### src/rtl/jump_merge_pkg.sv
// Purpose: shared constants and carriers for the merge/jump execute block
// Assumes: 32-bit words, 32 general registers
// Notes: opcodes, field positions, carrier structs and flow states
package jump_merge_pkg;

    // ------------------------------------------------------------------
    // instruction fields
    // ------------------------------------------------------------------
    localparam int OP_HI = 31;
    localparam int OP_LO = 26;
    localparam int SRC_HI = 25;
    localparam int SRC_LO = 21;
    localparam int TGT_HI = 20;
    localparam int TGT_LO = 16;
    localparam int TOP_HI = 15;
    localparam int TOP_LO = 11;
    localparam int BASE_HI = 10;
    localparam int BASE_LO = 6;
    localparam int FN_HI = 5;
    localparam int FN_LO = 0;
    localparam int INDEX_HI = 25;
    localparam int BARRIER_BIT = 10;
    localparam int REGION_LO = 28;

    // ------------------------------------------------------------------
    // encodings
    // ------------------------------------------------------------------
    localparam logic [5:0] OP_ZERO = 6'h00;
    localparam logic [5:0] OP_REGION_JUMP = 6'h02;
    localparam logic [5:0] OP_REGION_CALL = 6'h03;
    localparam logic [5:0] OP_THREE = 6'h1f;
    localparam logic [5:0] FN_MERGE = 6'h04;
    localparam logic [5:0] FN_INDIRECT_CALL = 6'h09;
    localparam logic [4:0] LINK_REG = 5'h1f;
    localparam logic [31:0] LINK_OFFSET = 32'h0000_0008;
    localparam logic [31:0] SLOT_OFFSET = 32'h0000_0004;
    localparam logic [31:0] RESET_PC = 32'h0000_0000;
    localparam int RELEASE_WITH_MERGE = 2;

    // ------------------------------------------------------------------
    // carriers
    // ------------------------------------------------------------------
    typedef struct packed {
        logic [31:0] word;
        logic [31:0] pc;
        logic [31:0] src_val;
        logic [31:0] dst_val;
    } issue_t;

    typedef struct packed {
        logic wr_en;
        logic [4:0] wr_addr;
        logic [31:0] wr_data;
    } reg_write_t;

    typedef enum logic [1:0] {
        ST_RUN = 2'b00,
        ST_SLOT = 2'b01,
        ST_CHECK = 2'b11
    } flow_state_t;

endpackage

### src/rtl/bitfield_merge_unit.sv
// Purpose: combinational bit-field merge datapath
// Assumes: base and top indices already decoded
// Notes: reports an illegal field when base exceeds top
`timescale 1ns/1ps
module bitfield_merge_unit
    import jump_merge_pkg::*;
(
    // operands
    input wire logic [31:0] old_val_in,
    input wire logic [31:0] src_val_in,
    input wire logic [4:0] top_in,
    input wire logic [4:0] base_in,
    // result
    output logic [31:0] merged_out,
    output logic bad_field_out
);

    logic [31:0] field_mask;
    logic [31:0] shifted_src;

    // ------------------------------------------------------------------
    // mask and merge
    // ------------------------------------------------------------------
    generate
        for (genvar i = 0; i < 32; i++)
        begin : g_mask
            assign field_mask[i] = (5'(i) >= base_in) && (5'(i) <= top_in);
        end
    endgenerate

    assign shifted_src = src_val_in << base_in;
    // old high bits, low source bits, old low bits  (see RQ2)
    assign merged_out = (old_val_in & ~field_mask) |
                        (shifted_src & field_mask);
    assign bad_field_out = base_in > top_in; // see RQ4

endmodule

### src/rtl/bitfield_insert_and_jumps.sv
// Purpose: execute the field merge, region jumps and indirect call
// Assumes: one instruction offered per issue_valid_in pulse
// Notes: jumps redirect the pc after the delay-slot instruction
`timescale 1ns/1ps
// Behaviour
// RQ1: decode merge opcode, top and base fields
// RQ2: merge low source bits into target field
// RQ3: before release 2 merge is reserved
// RQ4: base above top leaves target unchanged
// RQ5: region target low bits are index shifted
// RQ6: upper bits come from delay-slot address
// RQ7: delay slot executes before redirect
// RQ8: last-word jump lands in next region
// RQ9: region call links pc plus 8 to 31
// RQ10: indirect call links pc plus 8
// RQ11: indirect target bit 0 forced zero
// RQ12: compressed set loads select from bit 0
// RQ13: hint bit 10 requests hazard barrier
// RQ14: software keeps source and link distinct
// RQ15: plain set faults on low bits nonzero
// RQ16: compressed set faults on 10 pattern
// RQ17: software keeps jumps out of slots
module bitfield_insert_and_jumps
    import jump_merge_pkg::*;
#(
    parameter int ARCH_RELEASE = 2,
    parameter bit COMPRESSED_ISA = 1'b0
)
(
    // clock and reset
    input wire logic ref_clk_in,
    input wire logic sys_rst_in,
    // issue stream
    input wire logic issue_valid_in,
    input wire issue_t issue_in,
    // register file write
    output reg_write_t reg_write_out,
    // program counter control
    output logic redirect_out,
    output logic [31:0] redirect_pc_out,
    output logic instruction_set_select_out,
    output logic barrier_out,
    // exceptions
    output logic reserved_exc_out,
    output logic addr_err_out
);

    // ------------------------------------------------------------------
    // decode helpers
    // ------------------------------------------------------------------
    function automatic logic is_merge(input logic [31:0] w);
        return w[OP_HI:OP_LO] == OP_THREE && w[FN_HI:FN_LO] == FN_MERGE;
    endfunction

    function automatic logic is_indirect(input logic [31:0] w);
        return w[OP_HI:OP_LO] == OP_ZERO &&
               w[FN_HI:FN_LO] == FN_INDIRECT_CALL;
    endfunction

    function automatic logic is_region(input logic [31:0] w);
        return w[OP_HI:OP_LO] == OP_REGION_JUMP ||
               w[OP_HI:OP_LO] == OP_REGION_CALL;
    endfunction

    logic [31:0] w;
    logic dec_merge, dec_ind, dec_reg, dec_call;
    logic [31:0] merged;
    logic bad_field;

    assign w = issue_in.word;
    assign dec_merge = issue_valid_in && is_merge(w); // see RQ1
    assign dec_ind = issue_valid_in && is_indirect(w);
    assign dec_reg = issue_valid_in && is_region(w);
    assign dec_call = w[OP_HI:OP_LO] == OP_REGION_CALL;

    bitfield_merge_unit bitfield_merge_unit_inst (
        .old_val_in(issue_in.dst_val),
        .src_val_in(issue_in.src_val),
        .top_in(w[TOP_HI:TOP_LO]), // see RQ1
        .base_in(w[BASE_HI:BASE_LO]),
        .merged_out(merged),
        .bad_field_out(bad_field)
    );

    // ------------------------------------------------------------------
    // state
    // ------------------------------------------------------------------
    flow_state_t state_reg, state_next;
    logic [31:0] target_reg, target_next;
    logic isa_pend_reg, isa_pend_next;
    logic check_reg, check_next;
    reg_write_t wr_reg, wr_next;
    logic redir_reg, redir_next;
    logic [31:0] rpc_reg, rpc_next;
    logic isa_reg, isa_next;
    logic bar_reg, bar_next;
    logic resv_reg, resv_next;
    logic aerr_reg, aerr_next;
    logic [31:0] slot_pc;
    logic [31:0] link_pc;

    assign slot_pc = issue_in.pc + SLOT_OFFSET;
    assign link_pc = issue_in.pc + LINK_OFFSET;

    always_comb
    begin
        state_next = state_reg;
        target_next = target_reg;
        isa_pend_next = isa_pend_reg;
        check_next = check_reg;
        wr_next = '0;
        redir_next = 1'b0;
        rpc_next = rpc_reg;
        isa_next = isa_reg;
        bar_next = 1'b0;
        resv_next = 1'b0;
        aerr_next = 1'b0;
        unique case (state_reg)
            ST_RUN:
            begin
                if (dec_merge)
                begin
                    if (ARCH_RELEASE < RELEASE_WITH_MERGE)
                    begin
                        resv_next = 1'b1; // see RQ3
                    end
                    else if (!bad_field) // see RQ4
                    begin
                        wr_next.wr_en = 1'b1;
                        wr_next.wr_addr = w[TGT_HI:TGT_LO];
                        wr_next.wr_data = merged; // see RQ2
                    end
                end
                else if (dec_reg)
                begin
                    // slot address supplies the region bits  (see RQ6, RQ8)
                    target_next = {slot_pc[31:REGION_LO],
                                   w[INDEX_HI:0], 2'b00}; // see RQ5
                    isa_pend_next = isa_reg;
                    check_next = 1'b0;
                    state_next = ST_SLOT;
                    if (dec_call)
                    begin
                        wr_next.wr_en = 1'b1;
                        wr_next.wr_addr = LINK_REG;
                        wr_next.wr_data = link_pc; // see RQ9
                    end
                end
                else if (dec_ind)
                begin
                    // bit 0 never reaches the pc  (see RQ11)
                    target_next = {issue_in.src_val[31:1], 1'b0};
                    isa_pend_next = COMPRESSED_ISA ?
                        issue_in.src_val[0] : isa_reg; // see RQ12
                    // alignment is judged on the raw source value
                    check_next = COMPRESSED_ISA ?
                        (!issue_in.src_val[0] && issue_in.src_val[1]) :
                        (issue_in.src_val[1:0] != 2'b00); // see RQ15, RQ16
                    bar_next = ARCH_RELEASE >= RELEASE_WITH_MERGE &&
                               w[BARRIER_BIT]; // see RQ13
                    wr_next.wr_en = 1'b1;
                    wr_next.wr_addr = w[TOP_HI:TOP_LO];
                    wr_next.wr_data = link_pc; // see RQ10
                    state_next = ST_SLOT;
                end
            end
            ST_SLOT:
            begin
                // wait for the delay-slot instruction  (see RQ7, RQ17)
                if (issue_valid_in)
                begin
                    redir_next = 1'b1;
                    rpc_next = target_reg;
                    isa_next = isa_pend_reg;
                    state_next = ST_CHECK;
                end
            end
            ST_CHECK:
            begin
                // fault raised as the target is fetched  (see RQ15, RQ16)
                aerr_next = check_reg;
                check_next = 1'b0;
                state_next = ST_RUN;
            end
            default:
            begin
                state_next = ST_RUN;
            end
        endcase
    end

    always_ff @(posedge ref_clk_in)
    begin
        if (sys_rst_in)
        begin
            state_reg <= ST_RUN;
            target_reg <= '0;
            isa_pend_reg <= 1'b0;
            check_reg <= 1'b0;
            wr_reg <= '0;
            redir_reg <= 1'b0;
            rpc_reg <= RESET_PC;
            isa_reg <= 1'b0;
            bar_reg <= 1'b0;
            resv_reg <= 1'b0;
            aerr_reg <= 1'b0;
        end
        else
        begin
            state_reg <= state_next;
            target_reg <= target_next;
            isa_pend_reg <= isa_pend_next;
            check_reg <= check_next;
            wr_reg <= wr_next;
            redir_reg <= redir_next;
            rpc_reg <= rpc_next;
            isa_reg <= isa_next;
            bar_reg <= bar_next;
            resv_reg <= resv_next;
            aerr_reg <= aerr_next;
        end
    end

    assign reg_write_out = wr_reg;
    assign redirect_out = redir_reg;
    assign redirect_pc_out = rpc_reg;
    assign instruction_set_select_out = isa_reg;
    assign barrier_out = bar_reg;
    assign reserved_exc_out = resv_reg;
    assign addr_err_out = aerr_reg;

    // ------------------------------------------------------------------
    // checks
    // ------------------------------------------------------------------
    merge_write_a: assert property (@(posedge ref_clk_in) // see RQ2
        disable iff (sys_rst_in)
        dec_merge && state_reg == ST_RUN && !bad_field &&
        ARCH_RELEASE >= RELEASE_WITH_MERGE |=>
        reg_write_out.wr_en && reg_write_out.wr_data == $past(merged))
        else $error("merge result not written");

    reserved_merge_a: assert property (@(posedge ref_clk_in) // see RQ3
        disable iff (sys_rst_in)
        dec_merge && state_reg == ST_RUN |=>
        reserved_exc_out == (ARCH_RELEASE < RELEASE_WITH_MERGE))
        else $error("reserved merge handling wrong");

    bad_field_a: assert property (@(posedge ref_clk_in) // see RQ4
        disable iff (sys_rst_in)
        dec_merge && bad_field && state_reg == ST_RUN |=>
        !reg_write_out.wr_en && !addr_err_out)
        else $error("bad field wrote target");

    region_target_a: assert property (@(posedge ref_clk_in) // see RQ5
        disable iff (sys_rst_in)
        dec_reg && state_reg == ST_RUN ##1 issue_valid_in |=>
        redirect_out && redirect_pc_out[27:0] == {$past(w[25:0], 2), 2'b00})
        else $error("region low bits wrong");

    region_upper_a: assert property (@(posedge ref_clk_in) // see RQ6
        disable iff (sys_rst_in)
        dec_reg && state_reg == ST_RUN ##1 issue_valid_in |=>
        redirect_pc_out[31:28] == $past(slot_pc[31:28], 2))
        else $error("region upper bits wrong");

    slot_first_a: assert property (@(posedge ref_clk_in) // see RQ7
        disable iff (sys_rst_in)
        state_reg == ST_SLOT && !issue_valid_in |=> !redirect_out)
        else $error("redirect before delay slot");

    region_link_a: assert property (@(posedge ref_clk_in) // see RQ9
        disable iff (sys_rst_in)
        dec_reg && dec_call && state_reg == ST_RUN |=>
        reg_write_out.wr_addr == LINK_REG &&
        reg_write_out.wr_data == $past(issue_in.pc) + 32'h8)
        else $error("region call link wrong");

    indirect_bit0_a: assert property (@(posedge ref_clk_in) // see RQ11
        disable iff (sys_rst_in)
        redirect_out |-> !redirect_pc_out[0])
        else $error("indirect target bit 0 set");

    addr_fault_a: assert property (@(posedge ref_clk_in) // see RQ15
        disable iff (sys_rst_in)
        dec_ind && state_reg == ST_RUN && !COMPRESSED_ISA &&
        issue_in.src_val[1:0] != 2'b00 ##1 issue_valid_in |=>
        ##1 addr_err_out)
        else $error("misaligned indirect target not faulted");

endmodule

### config.mk
export PLATFORM = sky130hd
export DESIGN_NAME = bitfield_insert_and_jumps
export DESIGN_NICKNAME = d
export VERILOG_FILES = /design/src/rtl/jump_merge_pkg.sv /design/src/rtl/bitfield_merge_unit.sv /design/src/rtl/bitfield_insert_and_jumps.sv
export SDC_FILE = /design/constraint.sdc
export NUM_CORES = 1
export LEC_CHECK = 0
export BUFFER_PORTS_ARGS = -buffer_cell sky130_fd_sc_hd__buf_2
export CORE_MARGIN = 3
export CORE_UTILIZATION = 33
export DETAILED_ROUTE_END_ITERATION = 6
export GPL_TIMING_DRIVEN = 0
export SLEW_MARGIN = 20
export SYNTH_ARGS = -nofsm -noshare
export SYNTH_HDL_FRONTEND = slang
export SYNTH_HIERARCHICAL = 1
export SYNTH_SLANG_ARGS = --single-unit
export TNS_END_PERCENT = 10
### constraint.sdc
create_clock -name ref_clk_in -period 5.3 [get_ports ref_clk_in]
set_clock_uncertainty 0.15 [all_clocks]
set_input_delay 0.53 -clock ref_clk_in [delete_from_list [all_inputs] [get_ports ref_clk_in]]
set_output_delay 0.53 -clock ref_clk_in [all_outputs]
set_load 0.05 [all_outputs]
==> results of run 1 <==
cell type report:
cell class / instances / share of cell area, %
repair buffers: 201 / 11.34
flip-flops and latches: 108 / 24.38
clock buffers: 9 / 2.540
plain buffers: 69 / 4.049
well taps: 275 / 3.880
clock inverters: 7 / 1.002
diodes: 1 / 0.02822
multi-input cells: 698 / 51.98
inverters: 19 / 0.8042
power groups by stage:
stage | clock network [mW] | registers, mW | logic [mW]
5_1_grt | 0.763 | 0.817 | 0.467
2_1_floorplan | 0 | 0.837 | 0.244
3_5_place_dp | 0 | 0.836 | 0.428
3_3_place_gp | 0 | 0.836 | 0.429
6_report | 0.723 | 0.816 | 0.440
4_1_cts | 0.739 | 0.816 | 0.430
stage by stage:
step / cell area [sq um] / util [%] / hold WS, ns / setup slack, ns
2_1_floorplan: 7202 / - / 0.2812 / 2.108
3_3_place_gp: 8552 / 40.30 / 0.2883 / 1.155
3_5_place_dp: 8552 / 40.30 / 0.2954 / 1.106
4_1_cts: 8866 / 41.78 / 0.2635 / 1.492
5_1_grt: 8869 / 41.79 / 0.2887 / 1.120
6_report: 8869 / 41.79 / 0.2756 / 1.413
critical path: stages:
cell and delay [ns]:
buf_2 0.21, clkbuf_1 0.42, inv_1 0.17, ha_1 0.33, nor2b_1 0.13, o21a_1 0.16
o21a_1 0.17, o21ai_0 0.14, a22oi_1 0.20, nand4b_1 0.33, nor4_4 0.64, and2b_1 0.26
buf_6 0.16, o2bb2ai_1 0.14
final timing paths:
| check | from | to | slack [ns] |
|---|---|---|---|
| min reg2reg | target_reg[16] | redirect_pc_out[16] | 0.30 |
| min | issue_in[64] | reg_write_out[0] | 0.28 |
| max | issue_in[108] | reg_write_out[19] | 1.41 |
| max reg2reg | state_reg[0] | reg_write_out[27] | 3.16 |
layout by cell type, fill, tap and decap left out, drive strengths merged, types with 8 or more instances in the layout:
cell,count
a211oi,9
a21oi,62
a22oi,21
a311oi,27
a31oi,8
buf,231
clkbuf,48
dfxtp,108
inv,20
mux2,20
mux2i,34
mux4,23
nand2,171
nand3,21
nor2,87
nor3,21
nor4,9
o21ai,28
o22ai,8
o2bb2ai,22
xnor2,20
xor2,11
cells in the mapped netlist (all sizes together), types with 6 or more instances:
library cell,instances
ha,6
nand3,21
buf,30
nand4,6
nor3,21
a22oi,21
inv,16
a21o,6
a211oi,9
o2bb2ai,22
mux4,23
mux2i,34
clkbuf,39
a311oi,27
nor4,9
a31oi,8
dfxtp,108
nor2b,6
xor2,11
mux2,20
and2,7
xnor2,20
a21oi,62
o22ai,8
nand2b,7
nor2,87
o21ai,28
nand2,171
logic make-up (layout without fill, tap and decap cells):
family	Yosys count	count (layout)	share of synthesized area, %
and+or+nand+nor	354	354	21.97
AOI/OAI and AO/OA	228	228	21.88
DFF	108	108	30.04
buffers and inverters	88	305	5.979
muxes	77	77	15.26
xor gates and xnor gates	31	31	3.772
adders and majority gates	6	6	1.043
other	1	3	0.05210
metal layers:
metal  track usage (%)  part of all wire, %
met5                 0                    0
met4             6.098                  2.1
met3             4.334                  8.0
met2             38.54                   47
met1             33.92                   43
==> results.md, run 1 <==
* Fin crit share at 73.35%
* Logic gate share of total power at between 20 and 25%
* Clock power frac at a little over a third
* Non-filler cells, final at between 1,000 and 1,500
* Sw frac at around 31%
* First-pass GRT wire length at around 45,000 microns
* First DRT Iteration DRCs at just under 800
* Drt pass-1 iters at 5
* Die area at around 24,000 sq um
* Via-to-Cell Ratio at between 5 and 6
* GP Congestion at 0.9594
* Async SR Flop Fraction at 0%
* Crit Path Category: in -> reg
* Endpoints failing hold at 0
* Maximum clock rate at roughly 260 MHz
* Multi-input gate area at between 4000 and 5000 sq um
* Starting Density at between 30% and 40%
* Max-slew violation count at 0
* Post-DP HPWL at 24,020 microns
* CTS clock-pin slew for the worst setup and hold paths at ~0.08 ns
* Crit path required time at 5.43 ns
* Synthesized instance count at ~890
* Distinct cell type count after synthesis at 70
* R2R depth at 5
* Largest net degree at the start of global routing at 21
* Syn. warnings at 6
* IO Pins at slightly above 200
* Area Overhead vs Synth at 23.21%
* Resized cells post-CTS at 0
* P per Cell Area at about 220 nW/um^2
* Synth Register Bits at 108
* Max-cap check violation count at 0
* Clk buf depth at 2
* Worst Hold Class: in -> reg
* WL final at just under 30,000 microns
* Rows at 53
* Layout Nets at around 1,200
* Initial antenna violation count at 2
* H-tree levels at 3
* Sequential area share after synthesis at 30.04%
* CP startpoint kind: primary input
* Post-synth EDFFs at 0
* Synth top area share at a little under a third
* Crit-path max FO at 10
* GRT Residual Overflow at 0
* FILL cells at between 2,000 and 2,500
* Crit path time final at about 3.9 ns
* Number of global-route vias before repair at approximately 7,500
* Max VDD drop at ~160 uV
* Avg WL per Cell at 21.51 microns
* Area leader, netlist: dfxtp_1
* TritonCTS clock tree: yes
* Drt drc at 0
* Die width at 153.7 microns
* Leak Pwr at roughly 3.6 nW
* CTS Buf Count at 9
* Port Buf Inserts at 201
* Least-Margin Pin Slew at approximately 0.84 ns
* Clock Latency Late Sink at about 0.36 ns
* FF+latch area at between 2000 and 2500 sq um
* Synth Flop Type: dfxtp_1
* DR vias at 7,847
* Post-Route Setup TNS at 0 ns
* Dpl cells at between 1,000 and 1,500
* Clk sink count at 108
* Layout cell share with drive strength beyond 1 at 26.73%
* Net switching power at just over 600 uW
* Endpoints failing setup at 0
* Setup crit end kind: register
* Cell-internal power at 1.362 mW
* Tot Pwr at just under 2 mW
* Arr. time, crit path at about 4 ns
* Die Span Y at ~150 microns
* Min-Delay Path Depth at 3
* Syn_area_per_cell at 8.061 sq um
* Status: finished clean
* Synth top area cells: dfxtp_1 (30%), nand2_1 (8.9%), mux4_2 (6.3%)
* Antenna Nets Post-Route at 0
* Slew HR at 43.32%
* Clock root buffer: clkbuf_16
* CTS Hold Buffers Added at 0
* Sequential Power Share at around two fifths
* Max FFs per register at 38
* Postcts setup bufs at 0
* Synth Cell Area at ~7000 sq um
* RSZ-0062 raised after global routing: false
* Core Region at approximately 21,000 sq um
* Gr usage total at about a quarter
(Power assumes the default switching activity.)
==> run 2, diff against run 1 <==
--- a/config.mk
+++ b/config.mk
@@ -5,6 +5,7 @@
 export SDC_FILE = /design/constraint.sdc
 export NUM_CORES = 1
 export LEC_CHECK = 0
+export ABC_AREA = 1
 export BUFFER_PORTS_ARGS = -buffer_cell sky130_fd_sc_hd__buf_2
 export CORE_MARGIN = 3
 export CORE_UTILIZATION = 33
==> constraint.sdc (replaced) <==
create_clock -name ref_clk_in -period 3.7 [get_ports ref_clk_in]
set_clock_uncertainty 0.15 [all_clocks]
set_input_delay 0.37 -clock ref_clk_in [delete_from_list [all_inputs] [get_ports ref_clk_in]]
set_output_delay 0.37 -clock ref_clk_in [all_outputs]
set_load 0.05 [all_outputs]
==> run 2 against run 1 <==
Net effect:
- core utilization fell by 0.16 points
- register-to-register slack worse by 1.4 ns
- power rose by 43%
- setup slack got worse by 0.66 ns
- non-clock buffer count increased by 9
- worst hold slack lost 0.16 ns
- clock-buffer cell count unchanged
- critical path type unchanged
- largest cell class unchanged
==> results.md, run 2 <==
* Async SR Flop Fraction at 0%
* Status: finished clean
* Worst hold path startpoint: issue_in[64]
* Leak Pwr at 4.611 nW
* Largest net degree at the start of global routing at 19
* Clock power frac at 35.4%
* Area Overhead vs Synth at 21.59%
* N_diodes at 0
* Slew HR at around 54%
* Fin util at a little over two fifths
* Clk sink count at about 110
* Syn. warnings at 6
* CTS Buf Count at 9
* Placed cell area at between 9000 and 10,000 sq um
* Commonest cells in the netlist: nand2_1 (467), nand3_1 (237), nor2_1 (141), a21oi_1 (126), dfxtp_1 (108)
* Crit-path max FO at 10
* Area leader, netlist: dfxtp_1
* Max-slew violation count at 0
* Hold path endpoint: reg_write_out[0]
* Antenna Nets Post-Route at 0
* Clock root buffer: clkbuf_16
* Synth Cell Area at roughly 7900 sq um
* Avg WL per Cell at roughly 19 microns
* Synth top area share at a little over a quarter
* Count leader, synth: nand2_1
* Clk buf depth at 2
* Fin crit share at roughly four fifths
* Starting Density at 34.24%
* Syn_area_per_cell at around 5.7 sq um
* Commonest non-fill, non-tap cells in the layout: nand2_1 (467), nand3_1 (237), buf_2 (237)
* Synth Flop Type: dfxtp_1
* Sw frac at 33.42%
* Worst Hold Class: in -> reg
* GP Congestion at 0.9943
* Resized cells post-CTS at 0
* Sequential Power Share at roughly two fifths
* Min-Delay Path Depth at 3
* Synthesized instance count at roughly 1,400
* Net switching power at around 950 uW
* CTS clock-pin slew for the worst setup and hold paths at about 0.07 ns
* Number of global-route vias before repair at 9,391
* GRT Residual Overflow at 0
* Drt drc at 0
* Post-Route Setup TNS at 0 ns
* RSZ-0062 raised after global routing: false
* First-pass GRT wire length at 55,600 microns
* Port Buf Inserts at ~200
* Commonest non-fill, non-tap cell in the layout: nand2_1
* Layout Nets at roughly 1,700
* Crit path time final at 2.948 ns
* Sequential area share after synthesis at a little over a quarter
* Via-to-Cell Ratio at roughly 5.3
* Synth top area cells: dfxtp_1 (27%), nand2_1 (22%), nand3_1 (15%)
* Synth Register Bits at 108
* Cell-internal power at ~1.9 mW
* Max VDD drop at between 150 and 200 uV
* Max-cap check violation count at 0
* CTS Hold Buffers Added at 0
* Clock Latency Late Sink at 0.36 ns
* WL final at 37,050 microns
* Maximum clock rate at between 300 and 400 MHz
* Postcts setup bufs at 0
* Drt pass-1 iters at 6
* Crit path required time at 3.80 ns
* Reg2Reg Setup Slack at ~1.8 ns
* First DRT Iteration DRCs at between 1,000 and 1,500
* Die width at around 160 microns
* Layout cell share with drive strength beyond 1 at 18.05%
* Worst r2r dst: target_reg[21]
* Worst R2R Start: state_reg[0]
* P per Cell Area at slightly below 300 nW/um^2
* Initial antenna violation count at 0
* Setup crit end kind: register
* Distinct cell type count after synthesis at 40
* Least-Margin Pin Slew at between 0.6 and 0.7 ns
* Endpoints failing setup at 0
* Post-DP HPWL at roughly 30,000 microns
* IO Pins at 206
* Endpoints failing hold at 0
* Die Span Y at 160.7 microns
* Max FFs per register at 38
* Final Cell Area at approximately 9600 sq um
* Rows at 55
* Die area at ~26,000 sq um
* CP startpoint kind: primary input
* TritonCTS clock tree: yes
* H-tree levels at 3
* Gr usage total at 27.75%
* Crit Path Category: in -> reg
* Arr. time, crit path at approximately 3 ns
* Post-synth EDFFs at 0
* Logic gate share of total power at 23.5%
* DR vias at roughly 10,000
* R2R depth at 5
* Core Region at 23,050 sq um
## run 2: cell count changes after synthesis, sizes merged, moves of 27 or more
| cell | change |
|---|---|
| a311oi | -27 |
| a21oi | +64 |
| mux2i | -31 |
| nand3 | +217 |
| nand2 | +299 |
| inv | +81 |
| o21ai | +27 |
| nor2 | +61 |
## run 2: worst max path at each step
stage | from | to | slack (ns) | cells after the start
after floorplan | issue_in[111] | reg_write_out[3] | 1.41 | 14
after global placement | issue_in[111] | reg_write_out[37] | 0.46 | 13
after detailed placement | issue_in[111] | reg_write_out[37] | 0.42 | 13
after CTS | issue_in[111] | reg_write_out[37] | 0.79 | 13
after global routing | issue_in[111] | reg_write_out[37] | 0.52 | 13
final | issue_in[111] | reg_write_out[37] | 0.75 | 13
## run 2: final cells by class
cell class	instances	area (sq um)
clock inverters	6	72.57
inverters	98	367.9
fillers	2601	13460
plain buffers	77	386.6
well taps	313	391.6
repair buffers	202	1011
flip-flops and latches	108	2162
clock buffers	9	225.2
multi-input cells	1107	4981
## run 2: logic make-up (layout without fill, tap and decap cells)
family	Yosys count	after routing	share of synthesized area [%]
DFF	108	108	27.39
muxes	3	3	0.3804
and+or+nand+nor	891	891	47.82
AOI/OAI and AO/OA	200	200	13.30
adders and majority gates	6	6	0.9510
buffers and inverters	175	392	9.558
xor gates and xnor gates	5	5	0.5549
other	1	2	0.04751
## run 2: power by group through the flow
stage               clock, mW  sequential [mW]  combinational [mW]
floorplan                   0             1.20               0.364
global placement            0             1.20               0.650
detailed placement          0             1.20               0.645
CTS                      1.03             1.17               0.648
global route             1.08             1.17               0.727
finish                   1.01             1.17               0.666
## run 2: stage by stage
stage	instances	setup slack [ns]	power [mW]	hold slack, ns
detailed placement	1905	0.4154	1.840	0.3014
floorplan	1390	1.410	1.562	0.2691
global route	1920	0.5172	2.975	0.1386
CTS	1920	0.7883	2.843	0.1062
global placement	1905	0.4594	1.845	0.2970
finish	1920	0.7516	2.841	0.1140
## run 2: critical path, cell delays in order
cell and delay (ns):
buf_2 0.12, buf_2 0.28, inv_2 0.18, ha_1 0.34
nand2_1 0.10, nor3_1 0.18, a2bb2oi_1 0.22, clkinv_1 0.34
nand3_1 0.27, inv_1 0.12, buf_2 0.22, o21ai_0 0.24
inv_1 0.07
## run 2: routing by layer
layer	track usage [%]	vias up	part of all wire, %	wire, microns
met5	0	-	0	0
li1	-	4952	-	-
met2	42.24	510	43	16020
met1	40.31	4661	46	17080
met3	4.359	60	8.0	2965
met4	8.166	0	2.7	992
==> run 3, diff against run 2 <==
==> constraint.sdc (replaced) <==
create_clock -name ref_clk_in -period 2.7 [get_ports ref_clk_in]
set_clock_uncertainty 0.15 [all_clocks]
set_input_delay 0.27 -clock ref_clk_in [delete_from_list [all_inputs] [get_ports ref_clk_in]]
set_output_delay 0.27 -clock ref_clk_in [all_outputs]
set_load 0.05 [all_outputs]
==> run 3 against run 2 <==
Net effect:
- the flow now finishes with violations (design-rule violations)
- global-route usage is the same
- non-clock buffer count shrank 1
- cell count is essentially flat
- critical endpoint is now reg_write_out[3]
- largest power group unchanged
- highest routed layer unchanged
==> results.md, run 3 (same netlist as run 2, synthesis figures left out) <==
* N_diodes at 0
* Clock Latency Late Sink at approximately 0.36 ns
* P per Cell Area at 406.1 nW/um^2
* DR vias at ~10,000
* Avg WL per Cell at just under 20 microns
* Layout cell share with drive strength beyond 1 at a little under a fifth
* GR Util met2 at a little over two fifths
* Clk sink count at 108
* Setup crit end kind: register
* Worst Hold Class: in -> reg
* Worst R2R Start: state_reg[0]
* GRT Residual Overflow at 0
* First-pass GRT wire length at 55,600 microns
* Arr. time, crit path at between 2 and 3 ns
* Met1 Usage GRT at between 40% and 50%
* Hold path endpoint: reg_write_out[0]
* Slew HR at 56.58%
* Max-slew violation count at 0
* R2R depth at 5
* Min-Delay Path Depth at 3
* Crit path required time at 2.81 ns
* WL final at 37,140 microns
* CP Launch Point: issue_in[110]
* Clock root buffer: clkbuf_16
* CP Cell Sequence: buf_2, buf_2, inv_1, ha_1, nand2_1, nor3_1, a2bb2oi_1, bufinv_8, nand3_1, inv_1, buf_2, nand2_1, o21ai_0, nand2_1, inv_1
* Crit Path Category: in -> reg
* CTS clock-pin slew for the worst setup and hold paths at 0.08 ns
* Global routing's busiest layer: met2
* Status: finished with violations
* Rows at 55
* Antenna Nets Post-Route at 0
* GP Congestion at just under 1
* Number of global-route vias before repair at ~9,400
* TritonCTS clock tree: yes
* Endpoints failing setup at 0
* Drt pass-1 iters at 7
* Max VDD drop at 272.7 uV
* Core Region at roughly 23,000 sq um
* Commonest non-fill, non-tap cells in the layout: nand2_1 (467), nand3_1 (237), buf_2 (236)
* Crit path time final at between 2 and 2.5 ns
* Fin util at a little over two fifths
* Postcts setup bufs at 0
* Leak Pwr at ~4.6 nW
* Worst r2r dst: target_reg[21]
* Commonest non-fill, non-tap cell in the layout: nand2_1
* FILL cells at around 2,600
* IO Pins at between 200 and 250
* WHS at 0.01206 ns
* Reg2Reg Setup Slack at a little under 0.8 ns
* Least-Margin Pin Slew at 0.6458 ns
* Maximum clock rate at around 400 MHz
* Clk buf depth at 2
* Initial antenna violation count at 0
* Worst hold path startpoint: issue_in[64]
* Die width at roughly 160 microns
* First DRT Iteration DRCs at approximately 1,200
* Max-cap check violation count at 0
* Gr usage total at around 28%
* Area Overhead vs Synth at 21.70%
* H-tree levels at 3
* CTS Buf Count at 9
* Post-Route Setup TNS at 0 ns
* CTS Hold Buffers Added at 0
* Die area at between 20,000 and 30,000 sq um
* Largest net degree at the start of global routing at 19
* Slowest CP cell: ha_1
* RSZ-0062 raised after global routing: false
* Crit-path max cell delay at around 0.3 ns
* Endpoints failing hold at 0
* Max FFs per register at 38
* M3 GR Usage at ~4.4%
* Layout Nets at roughly 1,700
* Crit-path max FO at 10
* Die Span Y at approximately 160 microns
* Drt drc at 4
* Violated checks: design-rule violations
* Port Buf Inserts at between 200 and 250
* Via-to-Cell Ratio at 5.289
* CP startpoint kind: primary input
* Starting Density at 34.24%
* Fin crit share at 92.53%
* Post-DP HPWL at 30,470 microns
## run 3: cell count changes in the layout (fill, tap and decap cells not counted)
| cell | change |
|---|---|
| clkinv_1 | -1 |
| bufinv_8 | +1 |
| o21ai_1 | +1 |
| o21ai_0 | -1 |
| buf_2 | -1 |
## run 3: where the power goes
group	switching (mW)	leakage (nW)	internal, mW
Sequential	0.00327	0.870	1.60
Clock	0.655	0.136	0.725
Combinational	0.644	3.61	0.276
## run 3: area by class of cell
class / instances / area (sq um) / share of cell area, %
timing repair buffer: 202 / 1011 / 10.52
buffer: 76 / 381.6 / 3.972
clock buffer: 9 / 225.2 / 2.344
inverter: 98 / 381.6 / 3.972
tap: 313 / 391.6 / 4.077
clock inverter: 6 / 72.57 / 0.7554
sequential: 108 / 2162 / 22.51
multi-input combinational: 1107 / 4981 / 51.85
## run 3: per-layer routing
metal | up-vias | share of wire (%)
met1 | 4631 | 46
li1 | 4954 | -
met3 | 62 | 8.3
met5 | - | 0
met2 | 503 | 43
met4 | 0 | 2.8
## run 3: how the worst max path moves through the flow
stage | endpoint | slack, ns | depth (start not counted)
5_1_grt | reg_write_out[14] | 0.03 | 12
3_5_place_dp | reg_write_out[37] | -0.48 | 13
6_report | reg_write_out[3] | 0.20 | 15
4_1_cts | reg_write_out[37] | 0.07 | 13
2_1_floorplan | reg_write_out[3] | 0.51 | 14
3_3_place_gp | reg_write_out[37] | -0.44 | 13
## run 3: stage by stage
step | setup WS (ns) | power [mW] | cell area, sq um | instances
after floorplan | 0.5096 | 2.141 | 7898 | 1390
after detailed placement | -0.4846 | 2.521 | 9300 | 1905
after global placement | -0.4406 | 2.528 | 9300 | 1905
after CTS | 0.06599 | 3.896 | 9599 | 1920
after global routing | 0.02785 | 4.083 | 9607 | 1919
final | 0.2017 | 3.901 | 9607 | 1919
## run 3: timing repair
action,4_1_cts,5_1_grt
setup endpoints to repair,3,19
hold endpoints to repair,0,0
gates resized for setup,1,2
pin swaps,0,0
## run 3: worst max-delay path: cells and delay by family
kind	cells	cell delay [ns]
and+or+nand+nor	5	0.57
adders and majority gates	1	0.30
buffers and inverters	7	1.13
AOI/OAI and AO/OA	2	0.32
